### src/smb_pkg.sv
// ============================================================
// shared constants and types of the serial slave interface
package smb_pkg;

  // ============================================================
  // timing
  localparam int unsigned CLK_HZ      = 40_000_000;               // core clock rate
  localparam int unsigned TIMEOUT_MS  = 25;                       // stuck-line timeout
  localparam int unsigned TIMEOUT_CYC = (CLK_HZ / 1000) * TIMEOUT_MS;
  localparam int unsigned TMR_W       = 20;                       // timeout counter width

  // ============================================================
  // command decode
  localparam logic [7:0] CMD_BASE    = 8'hD0;                     // vendor-specific command block
  localparam int unsigned PTR_W      = 3;                         // register pointer width
  localparam int unsigned CMD_HI_LSB = 3;                         // first bit above the pointer

  // ============================================================
  // reset values
  localparam logic [7:0]       SHIFT_RST = 8'h00;
  localparam logic [PTR_W-1:0] PTR_RST   = 3'h0;

  // ============================================================
  // bus line events, one clock per event
  typedef struct packed {
    logic start;     // start or repeated start
    logic stop;      // stop condition
    logic rise;      // clock line rose
    logic fall;      // clock line fell
    logic sda;       // synchronised data level
    logic timeout;   // a line stuck low too long
  } smb_line_ev_t;

  // ============================================================
  // transaction states
  typedef enum logic [3:0] {
    ST_IDLE      = 4'h0,
    ST_ADDR      = 4'h1,
    ST_ADDR_ACK  = 4'h3,
    ST_CMD       = 4'h2,
    ST_CMD_ACK   = 4'h6,
    ST_WDATA     = 4'h7,
    ST_WDATA_ACK = 4'h5,
    ST_RDATA     = 4'h4,
    ST_RACK      = 4'hC,
    ST_IGNORE    = 4'h8
  } smb_state_t;

endpackage

### src/smb_slave.sv
`timescale 1ns/1ps
// Summary of operation
// - acts as read-write slave for read/write byte and word commands.
// - second byte of a read word comes from the next register.
// - a line low longer than 25ms resets the interface, releases data.
// - unsupported command codes are not acknowledged; data line left high.
// - supported command codes sit in the vendor-specific command range.
// - bus idle when both lines high; no driving low while idle.
// - acknowledged command byte loads its low three bits into the pointer.
// - write word stores first data byte, acknowledges and drops the second.
module smb_slave #(
  parameter int unsigned TIMEOUT_CYC = smb_pkg::TIMEOUT_CYC
) (
  // clock and reset
  input  wire logic                        i_clk,
  input  wire logic                        i_arst_n,
  // bus pins
  input  wire logic                        i_scl,
  input  wire logic                        i_sda_in,
  output logic                             o_serial_data_output_pin,
  output logic                             o_serial_data_output_pin_oe,
  // device address
  input  wire logic [6:0]                  i_slave_addr,
  // register file side
  output logic [smb_pkg::PTR_W-1:0]        o_rd_addr,
  input  wire logic [7:0]                  i_rd_data,
  output logic                             o_wr_en,
  output logic [smb_pkg::PTR_W-1:0]        o_wr_addr,
  output logic [7:0]                       o_wr_data
);

  smb_pkg::smb_line_ev_t          ev;
  smb_pkg::smb_state_t            st_q, st_d;
  logic [7:0]                     sh_q, sh_d;
  logic [7:0]                     cmd_q, cmd_d;
  logic [2:0]                     cnt_q, cnt_d;
  logic                           done_q, done_d;
  logic                           rw_q, rw_d;
  logic                           mack_q, mack_d;
  logic                           wcnt_q, wcnt_d;
  logic                           oe_q, oe_d;
  logic                           wr_q, wr_d;
  logic [7:0]                     wdat_q, wdat_d;
  logic [smb_pkg::PTR_W-1:0]      ptr_q, ptr_d;
  logic [smb_pkg::PTR_W-1:0]      rda_q, rda_d;
  logic                           cmd_ok;

  // ============================================================
  // line monitor
  smb_line_mon #(
    .TIMEOUT_CYC (TIMEOUT_CYC)
  ) u_mon (
    .i_clk    (i_clk),
    .i_arst_n (i_arst_n),
    .i_scl    (i_scl),
    .i_sda    (i_sda_in),
    .o_ev     (ev)
  );

  // vendor-specific block only
  assign cmd_ok = (sh_q[7:smb_pkg::CMD_HI_LSB] == smb_pkg::CMD_BASE[7:smb_pkg::CMD_HI_LSB]);

  // ============================================================
  // transaction state machine
  always_comb begin
    st_d   = st_q;
    sh_d   = sh_q;
    cmd_d  = cmd_q;
    cnt_d  = cnt_q;
    done_d = done_q;
    rw_d   = rw_q;
    mack_d = mack_q;
    wcnt_d = wcnt_q;
    oe_d   = oe_q;
    wr_d   = 1'b0;
    wdat_d = wdat_q;
    ptr_d  = ptr_q;
    rda_d  = rda_q;
    if (ev.timeout || ev.stop) begin
      st_d = smb_pkg::ST_IDLE;                       // stuck bus or stop
      oe_d = 1'b0;                                   // release data line
    end else if (ev.start) begin
      st_d   = smb_pkg::ST_ADDR;                     // start, take the address
      oe_d   = 1'b0;
      cnt_d  = 3'h0;
      done_d = 1'b0;
    end else begin
      // shift in on every rising clock while receiving
      if (ev.rise && (st_q == smb_pkg::ST_ADDR || st_q == smb_pkg::ST_CMD ||
                      st_q == smb_pkg::ST_WDATA || st_q == smb_pkg::ST_RDATA)) begin
        if (st_q != smb_pkg::ST_RDATA) begin
          sh_d = {sh_q[6:0], ev.sda};
        end
        cnt_d  = cnt_q + 3'h1;
        done_d = (cnt_q == 3'h7);
      end
      unique case (st_q)
        smb_pkg::ST_IDLE, smb_pkg::ST_IGNORE: begin
          oe_d = 1'b0;                               // never drive while idle
        end
        smb_pkg::ST_ADDR: begin
          if (ev.fall && done_q) begin
            done_d = 1'b0;
            if (sh_q[7:1] == i_slave_addr) begin
              st_d = smb_pkg::ST_ADDR_ACK;           // address ack
              rw_d = sh_q[0];
              oe_d = 1'b1;
            end else begin
              st_d = smb_pkg::ST_IGNORE;
            end
          end
        end
        smb_pkg::ST_ADDR_ACK: begin
          if (ev.fall) begin
            cnt_d = 3'h0;
            if (rw_q) begin
              st_d = smb_pkg::ST_RDATA;              // read from the pointed register
              sh_d = i_rd_data;
              oe_d = ~i_rd_data[7];
            end else begin
              st_d = smb_pkg::ST_CMD;
              oe_d = 1'b0;
            end
          end
        end
        smb_pkg::ST_CMD: begin
          if (ev.fall && done_q) begin
            done_d = 1'b0;
            cmd_d  = sh_q;
            if (cmd_ok) begin
              st_d  = smb_pkg::ST_CMD_ACK;
              oe_d  = 1'b1;
              ptr_d = sh_q[smb_pkg::PTR_W-1:0];      // low three bits only
              rda_d = sh_q[smb_pkg::PTR_W-1:0];
            end else begin
              st_d = smb_pkg::ST_IGNORE;             // no ack, line stays high
            end
          end
        end
        smb_pkg::ST_CMD_ACK: begin
          if (ev.fall) begin
            st_d   = smb_pkg::ST_WDATA;
            oe_d   = 1'b0;
            cnt_d  = 3'h0;
            wcnt_d = 1'b0;
          end
        end
        smb_pkg::ST_WDATA: begin
          if (ev.fall && done_q) begin
            done_d = 1'b0;
            st_d   = smb_pkg::ST_WDATA_ACK;
            oe_d   = 1'b1;                           // ack every data byte
            if (!wcnt_q) begin
              wr_d   = 1'b1;                         // only the first byte is stored
              wdat_d = sh_q;
            end
            wcnt_d = 1'b1;
          end
        end
        smb_pkg::ST_WDATA_ACK: begin
          if (ev.fall) begin
            st_d  = smb_pkg::ST_WDATA;
            oe_d  = 1'b0;
            cnt_d = 3'h0;
          end
        end
        smb_pkg::ST_RDATA: begin
          if (ev.fall) begin
            if (done_q) begin
              done_d = 1'b0;
              st_d   = smb_pkg::ST_RACK;
              oe_d   = 1'b0;
              mack_d = 1'b0;
            end else begin
              sh_d = {sh_q[6:0], 1'b0};
              oe_d = ~sh_q[6];
            end
          end
        end
        smb_pkg::ST_RACK: begin
          if (ev.rise && !ev.sda) begin
            mack_d = 1'b1;
            rda_d  = ptr_q + 3'h1;                   // next register for second byte
          end
          if (ev.fall) begin
            if (mack_q) begin
              st_d  = smb_pkg::ST_RDATA;
              sh_d  = i_rd_data;
              oe_d  = ~i_rd_data[7];
              cnt_d = 3'h0;
            end else begin
              st_d = smb_pkg::ST_IGNORE;
            end
          end
        end
        default: begin
          st_d = smb_pkg::ST_IDLE;
          oe_d = 1'b0;
        end
      endcase
    end
  end

  // ============================================================
  // state registers
  always_ff @(posedge i_clk or negedge i_arst_n) begin
    if (!i_arst_n) begin
      st_q   <= smb_pkg::ST_IDLE;
      sh_q   <= smb_pkg::SHIFT_RST;
      cmd_q  <= smb_pkg::SHIFT_RST;
      cnt_q  <= 3'h0;
      done_q <= 1'b0;
      rw_q   <= 1'b0;
      mack_q <= 1'b0;
      wcnt_q <= 1'b0;
      oe_q   <= 1'b0;
      wr_q   <= 1'b0;
      wdat_q <= smb_pkg::SHIFT_RST;
      ptr_q  <= smb_pkg::PTR_RST;
      rda_q  <= smb_pkg::PTR_RST;
    end else begin
      st_q   <= st_d;
      sh_q   <= sh_d;
      cmd_q  <= cmd_d;
      cnt_q  <= cnt_d;
      done_q <= done_d;
      rw_q   <= rw_d;
      mack_q <= mack_d;
      wcnt_q <= wcnt_d;
      oe_q   <= oe_d;
      wr_q   <= wr_d;
      wdat_q <= wdat_d;
      ptr_q  <= ptr_d;
      rda_q  <= rda_d;
    end
  end

  // ============================================================
  // outputs
  assign o_serial_data_output_pin    = 1'b0;         // open drain, only pulls low
  assign o_serial_data_output_pin_oe = oe_q;
  assign o_rd_addr                   = rda_q;
  assign o_wr_en                     = wr_q;
  assign o_wr_addr                   = ptr_q;
  assign o_wr_data                   = wdat_q;
endmodule

### src/smb_line_mon.sv
`timescale 1ns/1ps
// ============================================================
// line synchroniser, start/stop detector, stuck-low timer
module smb_line_mon #(
  parameter int unsigned TIMEOUT_CYC = smb_pkg::TIMEOUT_CYC
) (
  // clock and reset
  input  wire logic                 i_clk,
  input  wire logic                 i_arst_n,
  // bus pins
  input  wire logic                 i_scl,
  input  wire logic                 i_sda,
  // events
  output smb_pkg::smb_line_ev_t     o_ev
);

  logic [1:0]               sync1_q, sync2_q, prev_q;  // bit1 scl, bit0 sda
  logic [smb_pkg::TMR_W-1:0] tmr_q, tmr_d;
  logic                     tmo_q, tmo_d;
  smb_pkg::smb_line_ev_t    ev_d, ev_q;

  // ============================================================
  // two-stage synchroniser and history
  always_ff @(posedge i_clk or negedge i_arst_n) begin
    if (!i_arst_n) begin
      sync1_q <= 2'h3;
      sync2_q <= 2'h3;
      prev_q  <= 2'h3;
      tmr_q   <= '0;
      tmo_q   <= 1'b0;
      ev_q    <= '0;
    end else begin
      sync1_q <= {i_scl, i_sda};
      sync2_q <= sync1_q;
      prev_q  <= sync2_q;
      tmr_q   <= tmr_d;
      tmo_q   <= tmo_d;
      ev_q    <= ev_d;
    end
  end

  // ============================================================
  // event decode and timer
  always_comb begin
    ev_d       = '0;
    ev_d.sda   = sync2_q[0];
    ev_d.rise  = sync2_q[1] & ~prev_q[1];
    ev_d.fall  = ~sync2_q[1] & prev_q[1];
    ev_d.start = sync2_q[1] & prev_q[1] & prev_q[0] & ~sync2_q[0];
    ev_d.stop  = sync2_q[1] & prev_q[1] & ~prev_q[0] & sync2_q[0];
    tmr_d      = tmr_q;
    tmo_d      = tmo_q;
    if (sync2_q == 2'h3) begin
      tmr_d = '0;                                    // both high: restart
      tmo_d = 1'b0;
    end else if (!tmo_q) begin
      if (tmr_q >= smb_pkg::TMR_W'(TIMEOUT_CYC)) begin
        ev_d.timeout = 1'b1;                         // fire once per low interval
        tmo_d        = 1'b1;
      end else begin
        tmr_d = tmr_q + 1'b1;
      end
    end
  end

  assign o_ev = ev_q;
endmodule

### config.mk
export PLATFORM = sky130hd
export DESIGN_NAME = smb_slave
export DESIGN_NICKNAME = d
export VERILOG_FILES = /design/src/smb_pkg.sv /design/src/smb_slave.sv /design/src/smb_line_mon.sv
export SDC_FILE = /design/constraint.sdc
export NUM_CORES = 1
export LEC_CHECK = 0
export ABC_AREA = 1
export BUFFER_PORTS_ARGS = -buffer_cell sky130_fd_sc_hd__buf_2
export CORE_MARGIN = 1
export CORE_UTILIZATION = 35
export DETAILED_ROUTE_END_ITERATION = 10
export GPL_ROUTABILITY_DRIVEN = 0
export PLACE_DENSITY_LB_ADDON = 0.08
export SKIP_LAST_GASP = 1
export SLEW_MARGIN = 20
export SYNTH_ARGS = -nofsm -noshare
export SYNTH_HDL_FRONTEND = slang
export SYNTH_HIERARCHICAL = 1
export SYNTH_SLANG_ARGS = --single-unit
### constraint.sdc
create_clock -name i_clk -period 2.95 [get_ports i_clk]
set_input_delay 0.295 -clock i_clk [delete_from_list [all_inputs] [get_ports i_clk]]
set_output_delay 0.295 -clock i_clk [all_outputs]
set_load 0.01 [all_outputs]
==> results of run 1 <==
## placed cells by master, fill, tap and decap left out, types with 2 or more instances in the layout
cell type | netlist | routed
sky130_fd_sc_hd__nor3_4 | 2 | 2
sky130_fd_sc_hd__nand2_2 | 10 | 10
sky130_fd_sc_hd__buf_4 | 1 | 3
sky130_fd_sc_hd__nor2_1 | 68 | 68
sky130_fd_sc_hd__clkbuf_16 | 0 | 9
sky130_fd_sc_hd__ha_1 | 5 | 5
sky130_fd_sc_hd__nand3_1 | 48 | 48
sky130_fd_sc_hd__clkbuf_8 | 0 | 4
sky130_fd_sc_hd__nor2_2 | 2 | 2
sky130_fd_sc_hd__buf_2 | 5 | 34
sky130_fd_sc_hd__nand2_4 | 4 | 4
sky130_fd_sc_hd__o21ai_2 | 13 | 13
sky130_fd_sc_hd__dfrtp_1 | 62 | 62
sky130_fd_sc_hd__inv_1 | 65 | 65
sky130_fd_sc_hd__nand2_1 | 193 | 193
sky130_fd_sc_hd__nor2_4 | 4 | 4
sky130_fd_sc_hd__a21oi_1 | 15 | 15
sky130_fd_sc_hd__nand3b_1 | 4 | 4
sky130_fd_sc_hd__xor2_1 | 5 | 5
sky130_fd_sc_hd__o21ai_1 | 9 | 9
sky130_fd_sc_hd__dfstp_2 | 6 | 6
sky130_fd_sc_hd__nor3_1 | 10 | 10
sky130_fd_sc_hd__o21ai_0 | 16 | 16
sky130_fd_sc_hd__clkbuf_1 | 1 | 2
sky130_fd_sc_hd__inv_2 | 10 | 10
sky130_fd_sc_hd__nand3_2 | 6 | 6
sky130_fd_sc_hd__a211oi_1 | 2 | 2
sky130_fd_sc_hd__a21oi_2 | 2 | 2
sky130_fd_sc_hd__nand4_1 | 13 | 13
## metal layers
metal,routed length (um),vias to the layer above,track usage
li1,-,1978,-
met1,5050,1775,0.230
met2,5150,71,0.307
met3,383,21,0.0359
met4,287,0,0.0860
met5,0,-,0
## metrics by stage
step / total power, mW / hold WS [ps] / std cells
floorplan: 1.24 / -0.591 / 599
finish: 2.37 / 55.2 / 788
global route: 2.49 / 46.7 / 788
CTS: 2.42 / 43.2 / 788
detailed placement: 1.34 / 240 / 771
global placement: 1.33 / 238 / 771
## worst register-to-register path, stage by stage, from the launching register on
cell                      delay (ps)
sky130_fd_sc_hd__dfrtp_1         360
sky130_fd_sc_hd__or2_1           350
sky130_fd_sc_hd__nor2_4          110
sky130_fd_sc_hd__buf_4           270
sky130_fd_sc_hd__inv_1           280
sky130_fd_sc_hd__nor3_4          250
sky130_fd_sc_hd__inv_2           180
sky130_fd_sc_hd__nand2_1         130
sky130_fd_sc_hd__o21ai_2          50
## power by group through the flow
stage                     Clock, mW  Sequential (mW)  Combinational (mW)
after floorplan                   0             1.05               0.195
after global placement            0             1.07               0.265
after detailed placement          0             1.07               0.272
after CTS                      1.09             1.05               0.274
after global routing           1.12             1.06               0.311
final                          1.05             1.05               0.271
## registers in the layout (all words and copies together), names as in the netlist
name	cells
sh_q	8
cnt_q	3
o_wr_en	1
u_mon/sync1_q	2
o_wr_data	8
wcnt_q	1
o_rd_addr	3
u_mon/o_ev	6
u_mon/prev_q	2
u_mon/tmr_q	20
st_q	4
mack_q	1
o_serial_data_output_pin_oe	1
done_q	1
rw_q	1
u_mon/tmo_q	1
o_wr_addr	3
u_mon/sync2_q	2
## cell type report
cell class / count / area share
Timing Repair Buffer: 38 / 0.0413
Sequential cell: 68 / 0.348
Tap cell: 147 / 0.0374
Clock inverter: 1 / 0.00102
Clock buffer: 15 / 0.0586
Inverter: 76 / 0.0586
Multi-Input combinational cell: 443 / 0.455
## how the worst max path moves through the flow
stage | slack, ps | to | cells after the start | start
after global placement | 930 | o_wr_data[0]$_DFFE_PN0P_ | 8 | u_mon/o_ev[4]$_DFF_PN0_
after floorplan | 1450 | o_wr_data[6]$_DFFE_PN0P_ | 9 | u_mon/o_ev[4]$_DFF_PN0_
final | 860 | o_wr_data[4]$_DFFE_PN0P_ | 8 | u_mon/o_ev[4]$_DFF_PN0_
after CTS | 850 | o_wr_data[4]$_DFFE_PN0P_ | 8 | u_mon/o_ev[4]$_DFF_PN0_
after detailed placement | 870 | o_wr_data[4]$_DFFE_PN0P_ | 8 | u_mon/o_ev[4]$_DFF_PN0_
after global routing | 710 | o_wr_data[0]$_DFFE_PN0P_ | 8 | u_mon/o_ev[4]$_DFF_PN0_
## logic make-up (layout without fill, tap and decap cells)
family,Yosys count,count (layout),synth area share
AOI/OAI and AO/OA,61,61,0.0903
xor gates and xnor gates,6,6,0.0121
adders and majority gates,5,5,0.0145
buffers and inverters,88,130,0.0879
DFF,68,68,0.395
muxes,1,1,0.00521
other,1,1,0.000867
and+or+nand+nor,369,369,0.394
==> results.txt, run 1 <==
----------------------------------------------------
[Global routing]
  Number of antenna violations at the first check in global routing ... 0
  Gr usage total ... 0.184
  Via count of the first global-routing pass ... 3702
  Overall overflow remaining after global route ... 0
  Pin count of the biggest net entering global routing ... 33
  First-pass GRT wire length ... 18300 um

[Logic synthesis]
  Top cells by area in the synthesized netlist ... sky130_fd_sc_hd__dfrtp_1 36%, sky130_fd_sc_hd__nand2_1 17%, sky130_fd_sc_hd__nor2_1 5.9%
  Number of different library cells in the post-synthesis netlist ... 41
  Top-area cell type share of the netlist area ... 0.359
  Warning count from the yosys run ... 6
  Most used flip-flop cell after synthesis ... sky130_fd_sc_hd__dfrtp_1
  Yosys reg bits ... between 60 and 70
  Mapped Area ... around 4300 sq um
  Async SR Flop Fraction ... 1.00
  Post-Synthesis Mean Instance Area ... 7.22 sq um
  Part of the Yosys area used for sequential elements ... 0.395
  EDFF count, synth ... 0
  Commonest cells post-synth ... 193 x sky130_fd_sc_hd__nand2_1, 68 x sky130_fd_sc_hd__nor2_1, 65 x sky130_fd_sc_hd__inv_1, 62 x sky130_fd_sc_hd__dfrtp_1, 48 x sky130_fd_sc_hd__nand3_1
  Gate count after technology mapping ... between 500 and 600
  Largest area contributor in the netlist ... sky130_fd_sc_hd__dfrtp_1
  Net count after synthesis ... 623
  Most instantiated library cell after synthesis ... sky130_fd_sc_hd__nand2_1

[Power]
  Share of total power in combinational logic ... 0.114
  Power per Cell Area ... 483 nW/um^2
  Maximum vdd ir drop ... approximately 0.19 mV
  Internal Pwr Total ... 1.74 mW
  Switching share of power ... 0.268
  Power share of the clock group ... 0.443
  Static Leak ... 2.56 nW
  Net Sw Power ... 0.636 mW
  Part of the power in registers ... 0.443

[Die]
  Die X-Extent ... between 100 and 150 um
  Starting density of the core ... 0.360
  # IOs ... 36
  Die outline area ... around 13000 sq um
  Num rows ... 40
  Placeable Area ... 12000 sq um
  Y dimension of the die ... 113 um

[STA]
  Transition at the pin with the smallest max-transition slack ... ~510 ps
  Final number of setup-violating endpoints ... 0
  Final worst-path cycle share ... 0.708
  Unrepaired setup endpoints after global routing ... false
  Fin. max-slew vios ... 0
  Count of endpoints failing hold in the final timing report ... 0
  Setup TNS ... 0 ps
  Clk_skew ... 9.72 ps
  Post-layout min period ... about 2100 ps
  Post-route worst setup slack ... 863 ps
  Relative max-transition margin ... 0.660
  Fmax ... 0.479 GHz

[Drt]
  Routed len/inst ... 13.8 um
  Final routed wirelength across all metal layers ... about 11000 um
  Residual antenna-violating net count after detailed routing ... 0
  First-pass detailed-route iteration total ... 4
  Via/cell ratio ... 4.88
  DRC violation total after the first TritonRoute iteration ... 158
  Post-detailed-route DRC marker count ... 0
  Routed via count ... 3845

[Worst setup path]
  R2R setup slack ... 860 ps
  CP max stage cell ... sky130_fd_sc_hd__dfrtp_1
  Critical register-to-register path startpoint ... u_mon/o_ev[4]$_DFF_PN0_
  Ordered cell list for the critical path ... or2_1 > nor2_4 > buf_4 > inv_1 > nor3_4 > inv_2 > nand2_1 > o21ai_2
  Family of cells with the greatest summed delay on the critical path ... simple AND/OR/NAND/NOR gates
  Worst setup EP type ... flip-flop
  Buffers and inverters on the worst path ... 3
  Critical path class ... reg -> reg
  Worst Reg-to-Reg Cells ... 8
  Capture instance of the worst register-to-register path ... o_wr_data[4]$_DFFE_PN0P_
  Critical Path AT ... 2300 ps
  Slowest cell delay on critical path ... between 300 and 400 ps
  Worst Path Max Fanout ... 21
  Required time of the critical path ... 3160 ps
  CP startpoint kind ... flip-flop

[Worst hold path]
  Hold Path Depth ... 1
  Hold Startpoint ... i_scl
  Worst min-delay path endpoint ... u_mon/sync1_q[1]$_DFF_PN1_
  HP Class ... in -> reg

[Layout]
  Post-layout instance area ... 4910 sq um
  Multi-input logic area ... 2240 sq um
  Area Overhead vs Synth ... 13.6%
  Filler Cells Inserted ... 1226
  Number of diodes ... 0
  Proportion of layout cells with a drive suffix above 1 ... 0.183
  Storage element area ... 1710 sq um
  Post-route core utilization ... 0.409
  Net count, final ... 660

[CTS]
  # resized after CTS ... 0
  Source-to-sink clock delay at the later pin of the worst-skew pair ... around 340 ps
  Clock H-tree levels ... 3
  Number of buffers created by CTS ... 9
  Clock root buffer ... sky130_fd_sc_hd__clkbuf_16
  Clock tree from TritonCTS ... yes
  Post-CTS clock slew at the launch and capture registers of the worst setup and hold paths ... 50 ps
  Post-CTS setup buffer count ... 0
  Max Buffers Root-to-Sink ... 2
  Hold_buf cts ... 1
  CTS Sinks ... 68

[Placement]
  Placed Area ... 4610 sq um
  Post-DP HPWL ... 8090 um
  Pre-CTS setup slack ... 868 ps
  Number of input and output port buffers inserted ... 34

[Outcome]
  Result of the run ... finished, final reports clean

[Flow run]
  Max_cap viols ... 0

----------------------------------------------------
Note: power is estimated with default switching activity, not from simulation.
==> run 2: changes to the inputs <==
==> constraint.sdc (replaced) <==
create_clock -name i_clk -period 2.1 [get_ports i_clk]
set_input_delay 0.21 -clock i_clk [delete_from_list [all_inputs] [get_ports i_clk]]
set_output_delay 0.21 -clock i_clk [all_outputs]
set_load 0.01 [all_outputs]
==> results.txt, run 2 (synthesized netlist as in run 1, its figures left out) <==
----------------------------------------------------
[Layout]
  Post-route core utilization ... 0.416 (+0.00677)
  Number of flip-flops under the largest register name ... 20 (unchanged)
  Register ranked first by flip-flop count ... u_mon/tmr_q
  Proportion of layout cells with a drive suffix above 1 ... 0.184 (+0.00197)
  Highest-count cells in the layout ignoring fill and taps ... 193 x sky130_fd_sc_hd__nand2_1, 68 x sky130_fd_sc_hd__nor2_1, 65 x sky130_fd_sc_hd__inv_1
  Most frequent standard cell in the layout excluding fill and tap cells ... sky130_fd_sc_hd__nand2_1
  Number of diodes ... 0 (unchanged)
  Post-layout instance area ... 4990 sq um (+1.7%)
  Net count, final ... 664 (+0.61%)
  Area Overhead vs Synth ... 15.4%
  Filler Cells Inserted ... 1274 (+3.9%)

[CTS]
  Clock root buffer ... sky130_fd_sc_hd__clkbuf_16
  Post-CTS clock slew at the launch and capture registers of the worst setup and hold paths ... 60 ps (about the same)
  Clock H-tree levels ... 3 (unchanged)
  CTS Sinks ... 68 (unchanged)
  Source-to-sink clock delay at the later pin of the worst-skew pair ... 350 ps (about the same)
  Clock tree from TritonCTS ... yes
  Post-CTS setup buffer count ... 0 (unchanged)
  Max Buffers Root-to-Sink ... 2 (unchanged)
  Number of buffers created by CTS ... 9 (unchanged)

[Worst hold path]
  Hold Path Depth ... 5 (+4)
  Hold Startpoint ... i_rd_data[5]
  HP Class ... in -> reg
  Worst min-delay path endpoint ... sh_q[5]$_DFFE_PN0P_

[STA]
  Clk_skew ... 9.05 ps (-0.677 ps)
  Unrepaired setup endpoints after global routing ... false
  Fin. max-slew vios ... 0 (unchanged)
  Transition at the pin with the smallest max-transition slack ... 505 ps (-5.60 ps)
  Setup TNS ... 0 ps (unchanged)
  Relative max-transition margin ... 0.663 (+0.00336)
  Count of endpoints failing hold in the final timing report ... 0 (unchanged)
  Final number of setup-violating endpoints ... 0 (unchanged)
  Post-layout min period ... 1800 ps (-287 ps)
  Final worst-path cycle share ... 0.857 (+0.150)
  Fmax ... 0.556 GHz (+16%)
  Post-route worst setup slack ... 300 ps (-563 ps)

[Die]
  Die X-Extent ... 113 um (unchanged)
  Num rows ... 40 (unchanged)
  Starting density of the core ... 0.360 (unchanged)
  # IOs ... 36 (unchanged)
  Die outline area ... 12800 sq um (unchanged)
  Placeable Area ... 12000 sq um (unchanged)
  Y dimension of the die ... 113 um (unchanged)

[Global routing]
  Pin count of the biggest net entering global routing ... 30 (-9.1%)
  Via count of the first global-routing pass ... 3882 (+4.9%)
  Gr usage total ... 0.198 (+0.0142)
  Number of antenna violations at the first check in global routing ... 0 (unchanged)
  First-pass GRT wire length ... 19500 um (+6.8%)
  Overall overflow remaining after global route ... 0 (unchanged)

[Worst setup path]
  R2R setup slack ... 300 ps (-560 ps)
  Critical register-to-register path startpoint ... u_mon/o_ev[4]$_DFF_PN0_
  Required time of the critical path ... 2320 ps (-840 ps)
  Worst Path Max Fanout ... 16 (-24%)
  Critical Path AT ... 2020 ps (-280 ps)
  CP startpoint kind ... flip-flop
  Worst Reg-to-Reg Cells ... 7 (-1)
  Critical path class ... reg -> reg
  Worst setup EP type ... flip-flop
  Capture instance of the worst register-to-register path ... o_wr_data[0]$_DFFE_PN0P_

[Drt]
  Post-detailed-route DRC marker count ... 0 (unchanged)
  First-pass detailed-route iteration total ... 4 (unchanged)
  Final routed wirelength across all metal layers ... 11400 um (+5.2%)
  Via/cell ratio ... 5.01 (+2.7%)
  Residual antenna-violating net count after detailed routing ... 0 (unchanged)
  Routed via count ... 3968 (+3.2%)
  DRC violation total after the first TritonRoute iteration ... 164 (+3.8%)
  Routed len/inst ... 14.4 um (+4.6%)

[Power]
  Share of total power in combinational logic ... 0.112 (-0.002)
  Power per Cell Area ... 708 nW/um^2 (+47%)
  Power share of the clock group ... 0.472 (+0.029)
  Internal Pwr Total ... 2.59 mW (+49%)
  Maximum vdd ir drop ... 0.355 mV (+85%)
  Overall power of the completed layout ... 3.54 mW (+49%)
  Switching share of power ... 0.267 (-0.000788)
  Net Sw Power ... 0.945 mW (+49%)
  Part of the power in registers ... 0.416 (-0.027)
  Static Leak ... 2.59 nW (+1.2%)

[Placement]
  Pre-CTS setup slack ... 243 ps (-625 ps)
  Post-DP HPWL ... 8260 um (+2.2%)
  Placed Area ... 4640 sq um (+0.60%)
  Number of input and output port buffers inserted ... 34 (unchanged)

[Outcome]
  Result of the run ... finished, final reports clean

[Flow run]
  Max_cap viols ... 0 (unchanged)

----------------------------------------------------
-- run 2: cell count changes in the layout (fill, tap and decap cells not counted) --
cell / before / now
sky130_fd_sc_hd__clkbuf_8: 4 / 1
sky130_fd_sc_hd__bufinv_16: 0 / 2
sky130_fd_sc_hd__dlygate4sd3_1: 1 / 3
sky130_fd_sc_hd__buf_12: 0 / 1
sky130_fd_sc_hd__buf_4: 3 / 4
sky130_fd_sc_hd__clkinvlp_4: 0 / 1
sky130_fd_sc_hd__nand3_2: 6 / 5
sky130_fd_sc_hd__nand3_4: 1 / 2
-- run 2: through the flow --
step	std cells	hold WS, ps
final	792	248
after global routing	792	259
after CTS	792	232
after detailed placement	773	199
after global placement	773	192
after floorplan	599	-85.6
-- run 2: worst max path at each step --
stage	from	to	slack, ps
floorplan	u_mon/o_ev[4]$_DFF_PN0_	o_wr_data[6]$_DFFE_PN0P_	600
global placement	st_q[3]$_DFFE_PN0P_	sh_q[3]$_DFFE_PN0P_	230
detailed placement	st_q[3]$_DFFE_PN0P_	sh_q[7]$_DFFE_PN0P_	240
CTS	st_q[3]$_DFFE_PN0P_	sh_q[7]$_DFFE_PN0P_	220
global route	st_q[3]$_DFFE_PN0P_	sh_q[3]$_DFFE_PN0P_	90
finish	u_mon/o_ev[4]$_DFF_PN0_	o_wr_data[0]$_DFFE_PN0P_	300
-- run 2: power groups by stage --
stage | Combinational [mW] | Sequential, mW | Clock [mW]
global route | 0.459 | 1.48 | 1.77
global placement | 0.387 | 1.49 | 0
CTS | 0.400 | 1.47 | 1.73
floorplan | 0.274 | 1.47 | 0
finish | 0.395 | 1.47 | 1.67
detailed placement | 0.393 | 1.49 | 0
-- run 2: cell type report --
type	count	area, sq um	area share
Clock inverter	4	72.6	0.0145
Clock buffer	12	246	0.0494
Timing Repair Buffer	42	250	0.0501
Tap cell	147	184	0.0368
Inverter	76	288	0.0576
Multi-Input combinational cell	443	2240	0.449
Sequential cell	68	1710	0.342
-- run 2: timing repair --
item	in CTS	in global routing
hold buffers	3	0
gates resized for setup	0	1
endpoints found under the hold margin	19	0
endpoints found under the setup margin	0	2
-- run 2: layer usage --
| layer | routed length (um) | part of all wire | global-route usage |
|---|---|---|---|
| met5 | 0 | 0 | 0 |
| met4 | 258 | 0.023 | 0.0904 |
| met3 | 513 | 0.045 | 0.0402 |
| met2 | 5480 | 0.48 | 0.333 |
| met1 | 5180 | 0.45 | 0.245 |
-- run 2: worst max-delay path, cell delays in order (launching register included) --
cell,delay (ps)
sky130_fd_sc_hd__dfrtp_1,350
sky130_fd_sc_hd__or2_1,350
sky130_fd_sc_hd__nor2_4,130
sky130_fd_sc_hd__inv_1,230
sky130_fd_sc_hd__nor3_4,250
sky130_fd_sc_hd__inv_2,180
sky130_fd_sc_hd__nand2_1,120
sky130_fd_sc_hd__o21ai_2,50
==> run 3: changes to the inputs <==
--- a/config.mk
+++ b/config.mk
@@ -10,7 +10,6 @@
 export CORE_MARGIN = 1
 export CORE_UTILIZATION = 35
 export DETAILED_ROUTE_END_ITERATION = 10
-export GPL_ROUTABILITY_DRIVEN = 0
 export PLACE_DENSITY_LB_ADDON = 0.08
 export SKIP_LAST_GASP = 1
 export SLEW_MARGIN = 20
==> constraint.sdc (replaced) <==
create_clock -name i_clk -period 1.95 [get_ports i_clk]
set_input_delay 0.195 -clock i_clk [delete_from_list [all_inputs] [get_ports i_clk]]
set_output_delay 0.195 -clock i_clk [all_outputs]
set_load 0.01 [all_outputs]
==> results.txt, run 3 (synthesized netlist as in run 1, its figures left out) <==
----------------------------------------------------
[CTS]
  CTS Sinks ... 68 (unchanged)
  Max Buffers Root-to-Sink ... 2 (unchanged)
  Post-CTS setup buffer count ... 0 (unchanged)
  Post-CTS clock slew at the launch and capture registers of the worst setup and hold paths ... 60 ps (about the same)
  Number of buffers created by CTS ... 9 (unchanged)
  Clock H-tree levels ... 3 (unchanged)
  Clock root buffer ... sky130_fd_sc_hd__clkbuf_16
  Clock tree from TritonCTS ... yes
  Source-to-sink clock delay at the later pin of the worst-skew pair ... 350 ps (about the same)

[Power]
  Power per Cell Area ... 741 nW/um^2 (+4.6%)
  Static Leak ... 2.61 nW (+0.74%)
  Maximum vdd ir drop ... 0.403 mV (+14%)

[Worst setup path]
  Worst setup EP type ... flip-flop
  CP startpoint kind ... flip-flop
  Required time of the critical path ... 2180 ps (-140 ps)
  Capture instance of the worst register-to-register path ... o_rd_addr[1]$_DFFE_PN0P_
  Critical path class ... reg -> reg
  R2R setup slack ... 210 ps (-90 ps)
  Critical register-to-register path startpoint ... st_q[3]$_DFFE_PN0P_
  Worst Path Max Fanout ... 7 (-9)
  Critical Path AT ... 1970 ps (-50 ps)
  Worst Reg-to-Reg Cells ... 8 (+1)

[Placement]
  Routability congestion estimate ... 0.822
  Post-DP HPWL ... 8240 um (-0.28%)
  Placed Area ... 4670 sq um (+0.65%)
  Number of input and output port buffers inserted ... 34 (unchanged)
  Placed cells ... 777 (+0.52%)

[Drt]
  Post-detailed-route DRC marker count ... 0 (unchanged)
  Routed len/inst ... 13.8 um (-4.6%)
  Via/cell ratio ... 4.85 (-3.1%)
  Final routed wirelength across all metal layers ... 11000 um (-4.1%)
  First-pass detailed-route iteration total ... 5 (+1)
  DRC violation total after the first TritonRoute iteration ... 155 (-5.5%)
  Residual antenna-violating net count after detailed routing ... 0 (unchanged)
  Routed via count ... 3863 (-2.6%)

[Worst hold path]
  HP Class ... in -> reg
  Worst min-delay path endpoint ... sh_q[0]$_DFFE_PN0P_
  Hold Path Depth ... 5 (unchanged)
  Hold Startpoint ... i_rd_data[0]

[Layout]
  Finished Layout Cells ... 796 (+0.51%)
  Post-route core utilization ... 0.418 (+0.00198)
  Post-layout instance area ... 5020 sq um (+0.48%)
  Number of diodes ... 0 (unchanged)
  Area Overhead vs Synth ... 16.0%
  Register ranked first by flip-flop count ... u_mon/tmr_q
  Proportion of layout cells with a drive suffix above 1 ... 0.193 (+0.00811)
  Most frequent standard cell in the layout excluding fill and tap cells ... sky130_fd_sc_hd__nand2_1
  Net count, final ... 668 (+0.60%)
  Number of flip-flops under the largest register name ... 20 (unchanged)
  Highest-count cells in the layout ignoring fill and taps ... 193 x sky130_fd_sc_hd__nand2_1, 68 x sky130_fd_sc_hd__nor2_1, 65 x sky130_fd_sc_hd__inv_1

[STA]
  Final number of setup-violating endpoints ... 0 (unchanged)
  Fmax ... 0.575 GHz (+3.5%)
  Relative max-transition margin ... 0.617 (-0.0457)
  Clk_skew ... 10.2 ps (+1.17 ps)
  Transition at the pin with the smallest max-transition slack ... 574 ps (+69.1 ps)
  Count of endpoints failing hold in the final timing report ... 0 (unchanged)
  Final worst-path cycle share ... 0.892 (+0.0349)
  Setup TNS ... 0 ps (unchanged)
  Fin. max-slew vios ... 0 (unchanged)
  Post-layout min period ... 1740 ps (-60.6 ps)
  Unrepaired setup endpoints after global routing ... false

[Global routing]
  Overall overflow remaining after global route ... 0 (unchanged)
  Number of antenna violations at the first check in global routing ... 0 (unchanged)
  Pin count of the biggest net entering global routing ... 33 (+10%)
  Via count of the first global-routing pass ... 3754 (-3.3%)
  Gr usage total ... 0.188 (-0.0107)
  First-pass GRT wire length ... 18700 um (-4.5%)

[Die]
  Starting density of the core ... 0.360 (unchanged)
  Num rows ... 40 (unchanged)
  Y dimension of the die ... 113 um (unchanged)
  Placeable Area ... 12000 sq um (unchanged)
  # IOs ... 36 (unchanged)
  Die X-Extent ... 113 um (unchanged)
  Die outline area ... 12800 sq um (unchanged)

[Outcome]
  Result of the run ... finished, final reports clean

[Flow run]
  Max_cap viols ... 0 (unchanged)

----------------------------------------------------
==> run 3: cell types whose count changed in the layout (fill, tap and decap cells not counted), sizes merged <==
cell    change
clkbuf      -1
bufinv      -1
clkinv      +2
buf         +4
==> run 3: area by class of cell <==
cell class                 count  area, sq um
fill                        1269         6990
clock buffer                  11          253
inverter                      76          288
timing repair buffer          46          280
clock inverter                 5         60.1
multi-input combinational    443         2240
sequential                    68         1710
tap                          147          184
==> run 3: per-layer routing <==
metal	part of all wire	wire [um]	track usage	up-vias
li1	-	-	-	2005
met1	0.45	4920	0.233	1764
met2	0.48	5320	0.312	75
met3	0.042	464	0.0439	19
met4	0.024	261	0.0816	0
met5	0	0	0	-
==> run 3: timing repair <==
item                                    in CTS  in global routing
endpoints found under the setup margin       0                  1
resized for setup                            0                  1
hold buffers                                 3                  0
hold endpoints to repair                    22                  0
==> run 3: power breakdown <==
group          internal (mW)  leakage, nW  total [mW]  switching [mW]
logic                  0.152         1.58       0.427           0.275
registers               1.49        0.872        1.58          0.0936
clock network           1.06        0.152        1.71           0.645
total                   2.70         2.61        3.72            1.01
==> run 3: stage by stage <==
step | setup slack, ps | hold slack, ps | total power, mW
after detailed placement | 135 | 230 | 2.03
after global routing | 66.2 | 244 | 3.91
after CTS | 132 | 220 | 3.78
final | 211 | 227 | 3.72
after floorplan | 452 | -101 | 1.88
after global placement | 141 | 218 | 2.03
==> run 3: worst max-delay path, cell delays in order (launching register included) <==
cell	delay (ps)
sky130_fd_sc_hd__dfrtp_1	460
sky130_fd_sc_hd__nor2_2	230
sky130_fd_sc_hd__nand3_2	210
sky130_fd_sc_hd__nor2_2	230
sky130_fd_sc_hd__nand3_2	190
sky130_fd_sc_hd__nand2_1	120
sky130_fd_sc_hd__inv_2	60
sky130_fd_sc_hd__nand2_1	50
sky130_fd_sc_hd__o21ai_1	60
==> run 3: worst max path at each step <==
stage	from	end	slack [ps]	cells past startpoint
final	st_q[3]$_DFFE_PN0P_	o_rd_addr[1]$_DFFE_PN0P_	210	8
after CTS	st_q[3]$_DFFE_PN0P_	sh_q[1]$_DFFE_PN0P_	130	7
after detailed placement	st_q[3]$_DFFE_PN0P_	sh_q[1]$_DFFE_PN0P_	130	7
after global routing	st_q[1]$_DFFE_PN0P_	sh_q[7]$_DFFE_PN0P_	70	7
after global placement	st_q[3]$_DFFE_PN0P_	sh_q[1]$_DFFE_PN0P_	140	7
after floorplan	u_mon/o_ev[4]$_DFF_PN0_	o_wr_data[6]$_DFFE_PN0P_	450	9
